===== src/irq_pkg.sv =====
`default_nettype none
package irq_pkg;

  // ----------------------------------------------------------------
  // sources and bit positions
  // ----------------------------------------------------------------
  localparam int unsigned NUM_SRC   = 9;
  localparam int unsigned DATA_W    = 32;
  localparam int unsigned BIT_TICK  = 0;
  localparam int unsigned BIT_RX    = 1;
  localparam int unsigned BIT_SLEEP = 2;
  localparam int unsigned BIT_EVENT = 3;
  localparam int unsigned BIT_CIPH  = 4;
  localparam int unsigned BIT_FAULT = 5;
  localparam int unsigned BIT_GROSS = 6;
  localparam int unsigned BIT_FINE  = 7;
  localparam int unsigned BIT_RADIO = 8;

  // ----------------------------------------------------------------
  // register byte addresses
  // ----------------------------------------------------------------
  localparam logic [31:0] ADDR_MASK_CTRL  = 32'h4000000c;
  localparam logic [31:0] ADDR_MASKED_ST  = 32'h40000010;
  localparam logic [31:0] ADDR_RAW_ST     = 32'h40000014;
  localparam logic [31:0] ADDR_ACK        = 32'h40000018;

  // ----------------------------------------------------------------
  // reset values
  // ----------------------------------------------------------------
  localparam logic [8:0]  MASK_RESET      = 9'h01f;
  localparam logic [8:0]  FLAG_RESET      = 9'h000;
  localparam logic [31:0] RDATA_RESET     = 32'h00000000;
  // flags stay high until acknowledged, never pulsed
  localparam logic        IRQ_LEVEL_STYLE = 1'h1;

  // ----------------------------------------------------------------
  // register select, one-hot
  // ----------------------------------------------------------------
  typedef logic [3:0] reg_sel_t;
  localparam int unsigned SEL_MASK   = 0;
  localparam int unsigned SEL_MASKED = 1;
  localparam int unsigned SEL_RAW    = 2;
  localparam int unsigned SEL_ACK    = 3;

  function automatic reg_sel_t addr_to_sel(input logic [31:0] addr);
    reg_sel_t sel;
    sel             = 4'h0;
    sel[SEL_MASK]   = (addr == ADDR_MASK_CTRL);
    sel[SEL_MASKED] = (addr == ADDR_MASKED_ST);
    sel[SEL_RAW]    = (addr == ADDR_RAW_ST);
    sel[SEL_ACK]    = (addr == ADDR_ACK);
    return sel;
  endfunction

endpackage
`default_nettype wire


===== src/irq_flag_cell.sv =====
`timescale 1ns/1ns
`default_nettype none
module irq_flag_cell (
  input  wire logic sys_clk,
  input  wire logic reset_n,
  input  wire logic src_event,
  input  wire logic clear,
  input  wire logic enable,
  output logic      raw,
  output logic      masked
);

  logic raw_q;
  logic raw_d;

  // an event in the clearing cycle keeps the flag set
  always_comb
  begin
    raw_d = src_event | (raw_q & ~clear);
  end

  always_ff @(posedge sys_clk or negedge reset_n)
  begin
    if (!reset_n)
      raw_q <= 1'h0;
    else
      raw_q <= raw_d;
  end

  assign raw    = raw_q;
  assign masked = raw_q & enable;

endmodule
`default_nettype wire


===== src/apb_reg_decode.sv =====
`timescale 1ns/1ns
`default_nettype none
module apb_reg_decode (
  input  wire logic                psel,
  input  wire logic                penable,
  input  wire logic                pwrite,
  input  wire logic                pready,
  input  wire logic [31:0]         paddr,
  output irq_pkg::reg_sel_t        sel,
  output logic                     setup_read,
  output logic                     write_take,
  output logic                     unmapped
);

  assign sel        = irq_pkg::addr_to_sel(paddr);
  assign setup_read = psel & ~penable & ~pwrite;
  assign write_take = psel & penable & pwrite & pready;
  assign unmapped   = (sel == 4'h0);

endmodule
`default_nettype wire


===== src/radio_core_irq_status_ack.sv =====
// The APB slave port is this design's own decision.
`timescale 1ns/1ns
`default_nettype none
module radio_core_irq_status_ack (
  input  wire logic        sys_clk,
  input  wire logic        reset_n,
  // apb slave
  input  wire logic        psel,
  input  wire logic        penable,
  input  wire logic        pwrite,
  input  wire logic [31:0] paddr,
  input  wire logic [31:0] pwdata,
  output logic [31:0]      prdata,
  output logic             pready,
  output logic             pslverr,
  // source events, one bit per source, same clock
  input  wire logic [8:0]  src_event,
  // status towards the core
  output logic [8:0]       raw_status,
  output logic [8:0]       masked_status,
  output logic             irq_level_style,
  output logic             core_irq
);

  // ----------------------------------------------------------------
  // apb phase tracking
  // ----------------------------------------------------------------
  typedef enum logic [1:0] {
    PH_IDLE   = 2'b00,
    PH_SETUP  = 2'b01,
    PH_ACCESS = 2'b11
  } apb_phase_e;

  apb_phase_e        phase_q;
  apb_phase_e        phase_d;
  irq_pkg::reg_sel_t sel;
  logic              setup_read;
  logic              write_take;
  logic              unmapped;

  apb_reg_decode u_decode (
    .psel       (psel),
    .penable    (penable),
    .pwrite     (pwrite),
    .pready     (pready),
    .paddr      (paddr),
    .sel        (sel),
    .setup_read (setup_read),
    .write_take (write_take),
    .unmapped   (unmapped)
  );

  always_comb
  begin
    case (phase_q)
      PH_IDLE:
      begin
        phase_d = psel ? PH_SETUP : PH_IDLE;
      end
      PH_SETUP:
      begin
        phase_d = (psel && penable) ? PH_ACCESS : phase_q;
      end
      PH_ACCESS:
      begin
        phase_d = psel ? PH_SETUP : PH_IDLE;
      end
      default:
      begin
        phase_d = PH_IDLE;
      end
    endcase
  end

  always_ff @(posedge sys_clk or negedge reset_n)
  begin
    if (!reset_n)
      phase_q <= PH_IDLE;
    else
      phase_q <= phase_d;
  end

  // one access cycle: the answer is already registered in setup
  assign pready = psel & penable & (phase_q == PH_SETUP);

  // ----------------------------------------------------------------
  // mask register
  // ----------------------------------------------------------------
  logic [8:0] mask_q;
  logic [8:0] mask_d;

  always_comb
  begin
    mask_d = mask_q;
    if (write_take && sel[irq_pkg::SEL_MASK])
      mask_d = pwdata[8:0];
  end

  always_ff @(posedge sys_clk or negedge reset_n)
  begin
    if (!reset_n)
      mask_q <= irq_pkg::MASK_RESET;
    else
      mask_q <= mask_d;
  end

  // ----------------------------------------------------------------
  // acknowledge strobes
  // ----------------------------------------------------------------
  logic [8:0] ack_bits;

  // write-only: a zero bit leaves its flag alone
  always_comb
  begin
    ack_bits = 9'h000;
    if (write_take && sel[irq_pkg::SEL_ACK])
      ack_bits = pwdata[8:0];
  end

  // ----------------------------------------------------------------
  // pending flags
  // ----------------------------------------------------------------
  logic [8:0] raw_w;
  logic [8:0] masked_w;

  // one cell per source; ack bit i clears source i only,
  // so end-of-event ack clears the event flags, not sleep
  for (genvar i = 0; i < irq_pkg::NUM_SRC; i++)
  begin : g_src
    irq_flag_cell u_flag (
      .sys_clk   (sys_clk),
      .reset_n   (reset_n),
      .src_event (src_event[i]),
      .clear     (ack_bits[i]),
      .enable    (mask_q[i]),
      .raw       (raw_w[i]),
      .masked    (masked_w[i])
    );
  end

  assign raw_status      = raw_w;
  assign masked_status   = masked_w;
  assign core_irq        = |masked_w;
  assign irq_level_style = irq_pkg::IRQ_LEVEL_STYLE;

  // ----------------------------------------------------------------
  // read data and error
  // ----------------------------------------------------------------
  logic [31:0] rdata_q;
  logic [31:0] rdata_d;
  logic        err_q;
  logic        err_d;

  // captured in setup so prdata comes from flops
  always_comb
  begin
    rdata_d = rdata_q;
    err_d   = err_q;
    if (psel && !penable)
    begin
      err_d   = unmapped;
      rdata_d = irq_pkg::RDATA_RESET;
      if (setup_read)
      begin
        case (1'b1)
          sel[irq_pkg::SEL_MASK]:   rdata_d[8:0] = mask_q;
          sel[irq_pkg::SEL_MASKED]: rdata_d[8:0] = masked_w;
          sel[irq_pkg::SEL_RAW]:    rdata_d[8:0] = raw_w;
          default:                  rdata_d      = irq_pkg::RDATA_RESET;
        endcase
      end
    end
  end

  always_ff @(posedge sys_clk or negedge reset_n)
  begin
    if (!reset_n)
    begin
      rdata_q <= irq_pkg::RDATA_RESET;
      err_q   <= 1'h0;
    end
    else
    begin
      rdata_q <= rdata_d;
      err_q   <= err_d;
    end
  end

  assign prdata  = rdata_q;
  assign pslverr = pready & err_q;

  // ----------------------------------------------------------------
  // checks
  // ----------------------------------------------------------------
  logic rst_done_q;

  always_ff @(posedge sys_clk or negedge reset_n)
  begin
    if (!reset_n)
      rst_done_q <= 1'h0;
    else
      rst_done_q <= 1'h1;
  end
endmodule
`default_nettype wire


===== config.mk =====
export PLATFORM = sky130hd
export DESIGN_NAME = radio_core_irq_status_ack
export DESIGN_NICKNAME = d
export VERILOG_FILES = /design/src/irq_pkg.sv /design/src/irq_flag_cell.sv /design/src/apb_reg_decode.sv /design/src/radio_core_irq_status_ack.sv
export SDC_FILE = /design/constraint.sdc
export NUM_CORES = 1
export LEC_CHECK = 0
export CORE_AREA = 2 2 75 77
export CTS_CLUSTER_SIZE = 12
export DETAILED_ROUTE_END_ITERATION = 7
export DIE_AREA = 0 0 77 79
export DONT_BUFFER_PORTS = 1
export GPL_TIMING_DRIVEN = 0
export REMOVE_ABC_BUFFERS = 1
export SYNTH_ARGS = -nofsm -noshare
export SYNTH_HDL_FRONTEND = slang
export SYNTH_SLANG_ARGS = --single-unit

===== constraint.sdc =====
create_clock -name sys_clk -period 2.3 [get_ports sys_clk]
set_clock_uncertainty 0.1 [all_clocks]
set_input_delay 0.345 -clock sys_clk [delete_from_list [all_inputs] [get_ports sys_clk]]
set_output_delay 0.345 -clock sys_clk [all_outputs]
set_load 0.01 [all_outputs]

; ---- After elaboration in Yosys (flattened, before gate mapping)
; Cells that the tools add are included.
[word_totals]
register_bits = 53
inputBits = 78
output_inout_bits = 54
elab_cells = 82
[classes]
eq_ne = 7
muxes = 8
bitwise_logic = 45
n_reduce_logical = 9
[op_table]
columns = operator, n
row1 = $eq 32x31->1 const B, 4
row2 = $mux 9, 5
row3 = $and 1x1->1, 25
row4 = $not 1->1, 11
row5 = $or 1x1->1, 9
row6 = $reduce_or 9->1, 1
row7 = $logic_and 1x1->1, 4
row8 = $logic_not 4->1, 1
row9 = $pmux 2 s2, 1
row10 = $eq 2x1->1 const B, 1
row11 = $eq 2x2->1 const B, 1
row12 = $logic_not 2->1, 1
row13 = $mux 2, 1
row14 = $ne 2x2->1 const B, 1
row15 = $reduce_or 2->1, 1
row16 = $logic_not 1->1, 1
row17 = $mux 1, 1

; ---- Longest topological paths before layout
[depth]
ltp_word = 8
mapped_depth = 6
depth_no_buf = 6

; ---- Cells and area by module
; From an unflattened synthesis, not the netlist that was laid out.
[unflattened]
cells_unflattened = 183
hier_area_um2 = 1965.6
[modules_own_cells]
columns = mod, n_inst, cells_each, area_per_inst_um2, seq_area_each_um2
row1 = radio_core_irq_status_ack, 1, 122, 1367.6, 531.8
row2 = irq_flag_cell, 9, 4, 42.5, 25.0
row3 = apb_reg_decode, 1, 25, 215.2, 0.0

; ---- Worst setup path before layout
; No wires, ideal clock.
[synth_path]
path_kind = flip-flop to output port
from = reg g_src[4].u_flag.raw_q
to = out core_irq
arrival_ns = 1.693
required_time_ns = 1.855
setup_slack_ns = 0.162
path_stages_with_launch = 5
path_buffers = 0
cell_sequence = dfrtp_1 > and2_1 > or2_2 > or4_1 > or4_1
[synth_via]
elab_chain_cells = 2
[synth_lines]
columns = element, line_no
row1 = "start, declared", irq_flag_cell.sv:13  ; logic raw_q;
row2 = "start signal, assigned", irq_flag_cell.sv:27  ; raw_q <= raw_d;
row3 = $and 1x1->1, irq_flag_cell.sv:31  ; assign masked = raw_q & enable;
row4 = via g_src[4].u_flag.masked, irq_flag_cell.sv:10  ; output logic masked
row5 = $reduce_or 9->1, radio_core_irq_status_ack.sv:143  ; assign core_irq = |masked_w;
row6 = "end, declared", radio_core_irq_status_ack.sv:22  ; output logic core_irq
; The timed path passes the listed nets, and every way through them passes these cells.

; ---- Worst setup path after layout
[layout_path]
from = reg g_src[4].u_flag.raw_q
to = out core_irq
[layout_via]
elab_chain_cells = 2
[layout_lines]
columns = element, line_no
row1 = $and 1x1->1, irq_flag_cell.sv:31
row2 = via masked_status[4], radio_core_irq_status_ack.sv:20  ; output logic [8:0] masked_status,
row3 = $reduce_or 9->1, radio_core_irq_status_ack.sv:143
; The timed path passes the listed nets, and every way through them passes these cells.

==> flow_metrics.tcl <==
set metrics [dict create \
    tns_ns -0.2070 \
    via_count 1385 \
    drv_cap 0 \
    viasPerCell 5.207 \
    cts_tree "yes" \
    initial_core_util_pct 38.33 \
    clockBufferDepth 2 \
    yosys.cell_count.top_type "buf_4" \
    ys.flop_type "dfrtp_1" \
    die-area_um2 6083 \
    synth_cells 211 \
    worst_slew_pin_slew_ns 0.9347 \
    slew_violations 0 \
    antenna_found_initial 0 \
    placedCellCount 255 \
    hpwl_um 3489 \
    cp_max_fo 4 \
    crit_required_ns 1.86 \
    grt_max_degree 31 \
    antennaDiodeCount 0 \
    wl_per_cell_um 17.50 \
    ir_drop_v 0.0003189 \
    clk-insertion-delay-late_ns 0.28 \
    cts_buffers 5 \
    clkTransAtPathRegs_ns 0.06 \
    synth_common_cells "buf_4, dfrtp_1, nand2_1, inv_1" \
    period_share_pct 109.0 \
    status "finished, violations left" \
    violations "setup timing" \
    cp-start-kind "flop" \
    fmax_mhz 398.9 \
    io_buffers 0 \
    clkSinkCount 30 \
    synthArstFlopShare_pct 100.0 \
    layout-drive-gt1-share_pct 23.20 \
    grt_pass1_wl_um 7293 \
    finalCriticalPeriod_ns 2.507 \
    drc_errors 0 \
    p_per_area_nw_per_um2 553.9 \
    gp_congestion 0.7419 \
    area_growth_pct -0.9787 \
    dp_slack_ns -0.08871 \
    hold_violations 0 \
    io_pins 132 \
    r2r_slack_ns 0.22 \
    final_cells 266 \
    ys_seq_area_share_pct 37.00 \
    hold_class "input port to flop" \
    synth_seq_cells 30 \
    first_global_vias 1381 \
    synth_cell_types 37 \
    utilization_pct 37.95 \
    fill_cells 558 \
    core_um2 5338 \
    htree_levels 2 \
    wl_um 4656 \
    synth_area_leaders "dfrtp_1, buf_4, dfstp_2" \
    rsz0062_at_grt "true" \
    track_usage_pct 15.48 \
    root_buffer "clkbuf_8" \
    worst_slack_ns -0.2070 \
    synth_top_area_cell "dfrtp_1" \
    slew-limit-headroom_pct 37.17 \
    ys.warnings.count 0 \
    gr-total-overflow 0 \
    synth_edf_count 0 \
    yosys.area.top_type_share_pct 30.58 \
    setup_viol 1 \
    syn_area_per_cell_um2 9.695 \
    ant_nets 0 \
    leakage_nw 0.9239 \
    rows 27 \
    fin_nets 274 \
    syn_area_um2 2046 \
    drtPass1Iterations 4 \
    crit_path_end_kind "output pin" \
    drt_iter0_markers 65 \
    die_w_um 77 \
    criticalPathCategory "flop to output pin" \
    worstPathArrival_ns 2.06 \
    fp.dieH_um 79 \
]
-- layout make-up --
class / count / area [um^2] / area share, %
Clock buffer: 8 / 90.09 / 4.447
Tap cell: 72 / 90.09 / 4.447
Inverter: 12 / 45.04 / 2.224
Timing Repair Buffer: 3 / 37.54 / 1.853
Sequential cell: 30 / 762.0 / 37.62
Multi-Input combinational cell: 141 / 1001 / 49.41
-- power breakdown --
group	switching (W)	internal (W)	leakage (nW)
logic	0.0000838	0.0000507	0.531
registers	0.0000108	0.000544	0.348
clock network	0.000189	0.000244	0.0455
total	0.000283	0.000839	0.924
-- worst max-delay path: stages (launching register included) --
cell and delay (ns):
dfrtp_2 0.45, and2_4 0.17, or2_4 0.24, or4_4 0.48, or4_4 0.45
-- metrics by stage --
step	hold slack (ns)	total power, W	cell area (um^2)
after floorplan	-0.05059	0.0006650	1780
after global placement	-0.04989	0.0006788	1871
after detailed placement	-0.04984	0.0006851	1871
after CTS	0.05834	0.001140	2017
after global routing	0.05831	0.001180	2026
final	0.06873	0.001122	2026
-- final timing paths --
kind	endpoint	from	cells after the start
worst min register to register	err_q$_DFFE_PN0P_	err_q$_DFFE_PN0P_	2
min in group asynchronous	prdata[4]$_DFFE_PN0P_	reset_n	2
worst max-delay path	core_irq	g_src[4].u_flag.raw$_DFF_PN0_	4
worst min-delay path	g_src[1].u_flag.raw$_DFF_PN0_	src_event[1]	1
worst max register to register	mask_q[6]$_DFFE_PN0P_	phase_q[1]$_DFFE_PN0P_	6
max in group asynchronous	mask_q[1]$_DFFE_PN1P_	reset_n	2
-- placed cells by master (no fill, tap or decap), types with 2 or more instances in the layout --
cell type	instances
conb_1	24
dfrtp_1	21
nand2_1	14
inv_1	12
nor3_1	11
nand2b_1	10
o41ai_1	9
mux2_2	9
o2111a_1	8
and2_1	7
a221o_2	6
clkbuf_8	6
dfstp_2	5
and2_4	4
or4_4	4
nand4_1	4
nor4_1	4
dfrtp_2	4
and3_1	3
ha_1	3
or2_4	2
nor2b_1	2
or4_1	2
o21ai_0	2
a221o_1	2
clkbuf_1	2
-- cells by family (layout without fill, tap and decap cells) --
family	count (synthesis)	after routing	share of synthesized area, %
fa+ha+maj	3	3	1.835
compound gates	29	29	13.88
xor+xnor	1	1	0.4282
other cells	2	24	0.3671
simple gates	74	74	21.83
buf+inv	62	23	19.20
flops	30	30	37.00
mux	10	10	5.444
-- what timing repair did --
item | in CTS | in global routing
setup buffers | 0 | 1
endpoints found under the hold margin | 30 | 0
endpoints found under the setup margin | 1 | 10
gates cloned | 0 | 0
hold buffers | 2 | 0
pin swaps | 0 | 1
resized for setup | 11 | 1
-- routing by layer --
metal | share of wire [%] | GRT usage [%] | vias up
met4 | 1.5 | 5.357 | 0
met1 | 44 | 19.57 | 656
met2 | 46 | 24.39 | 57
li1 | - | - | 667
met5 | 0 | 0 | -
met3 | 8.5 | 5.909 | 5
-- state kept, by name (all words and copies together), names as in the netlist --
name / cells
prdata: 9
err_q: 1
g_src.u_flag.raw: 9
mask_q: 9
phase_q: 2
Power figures use the tool's default switching activity.
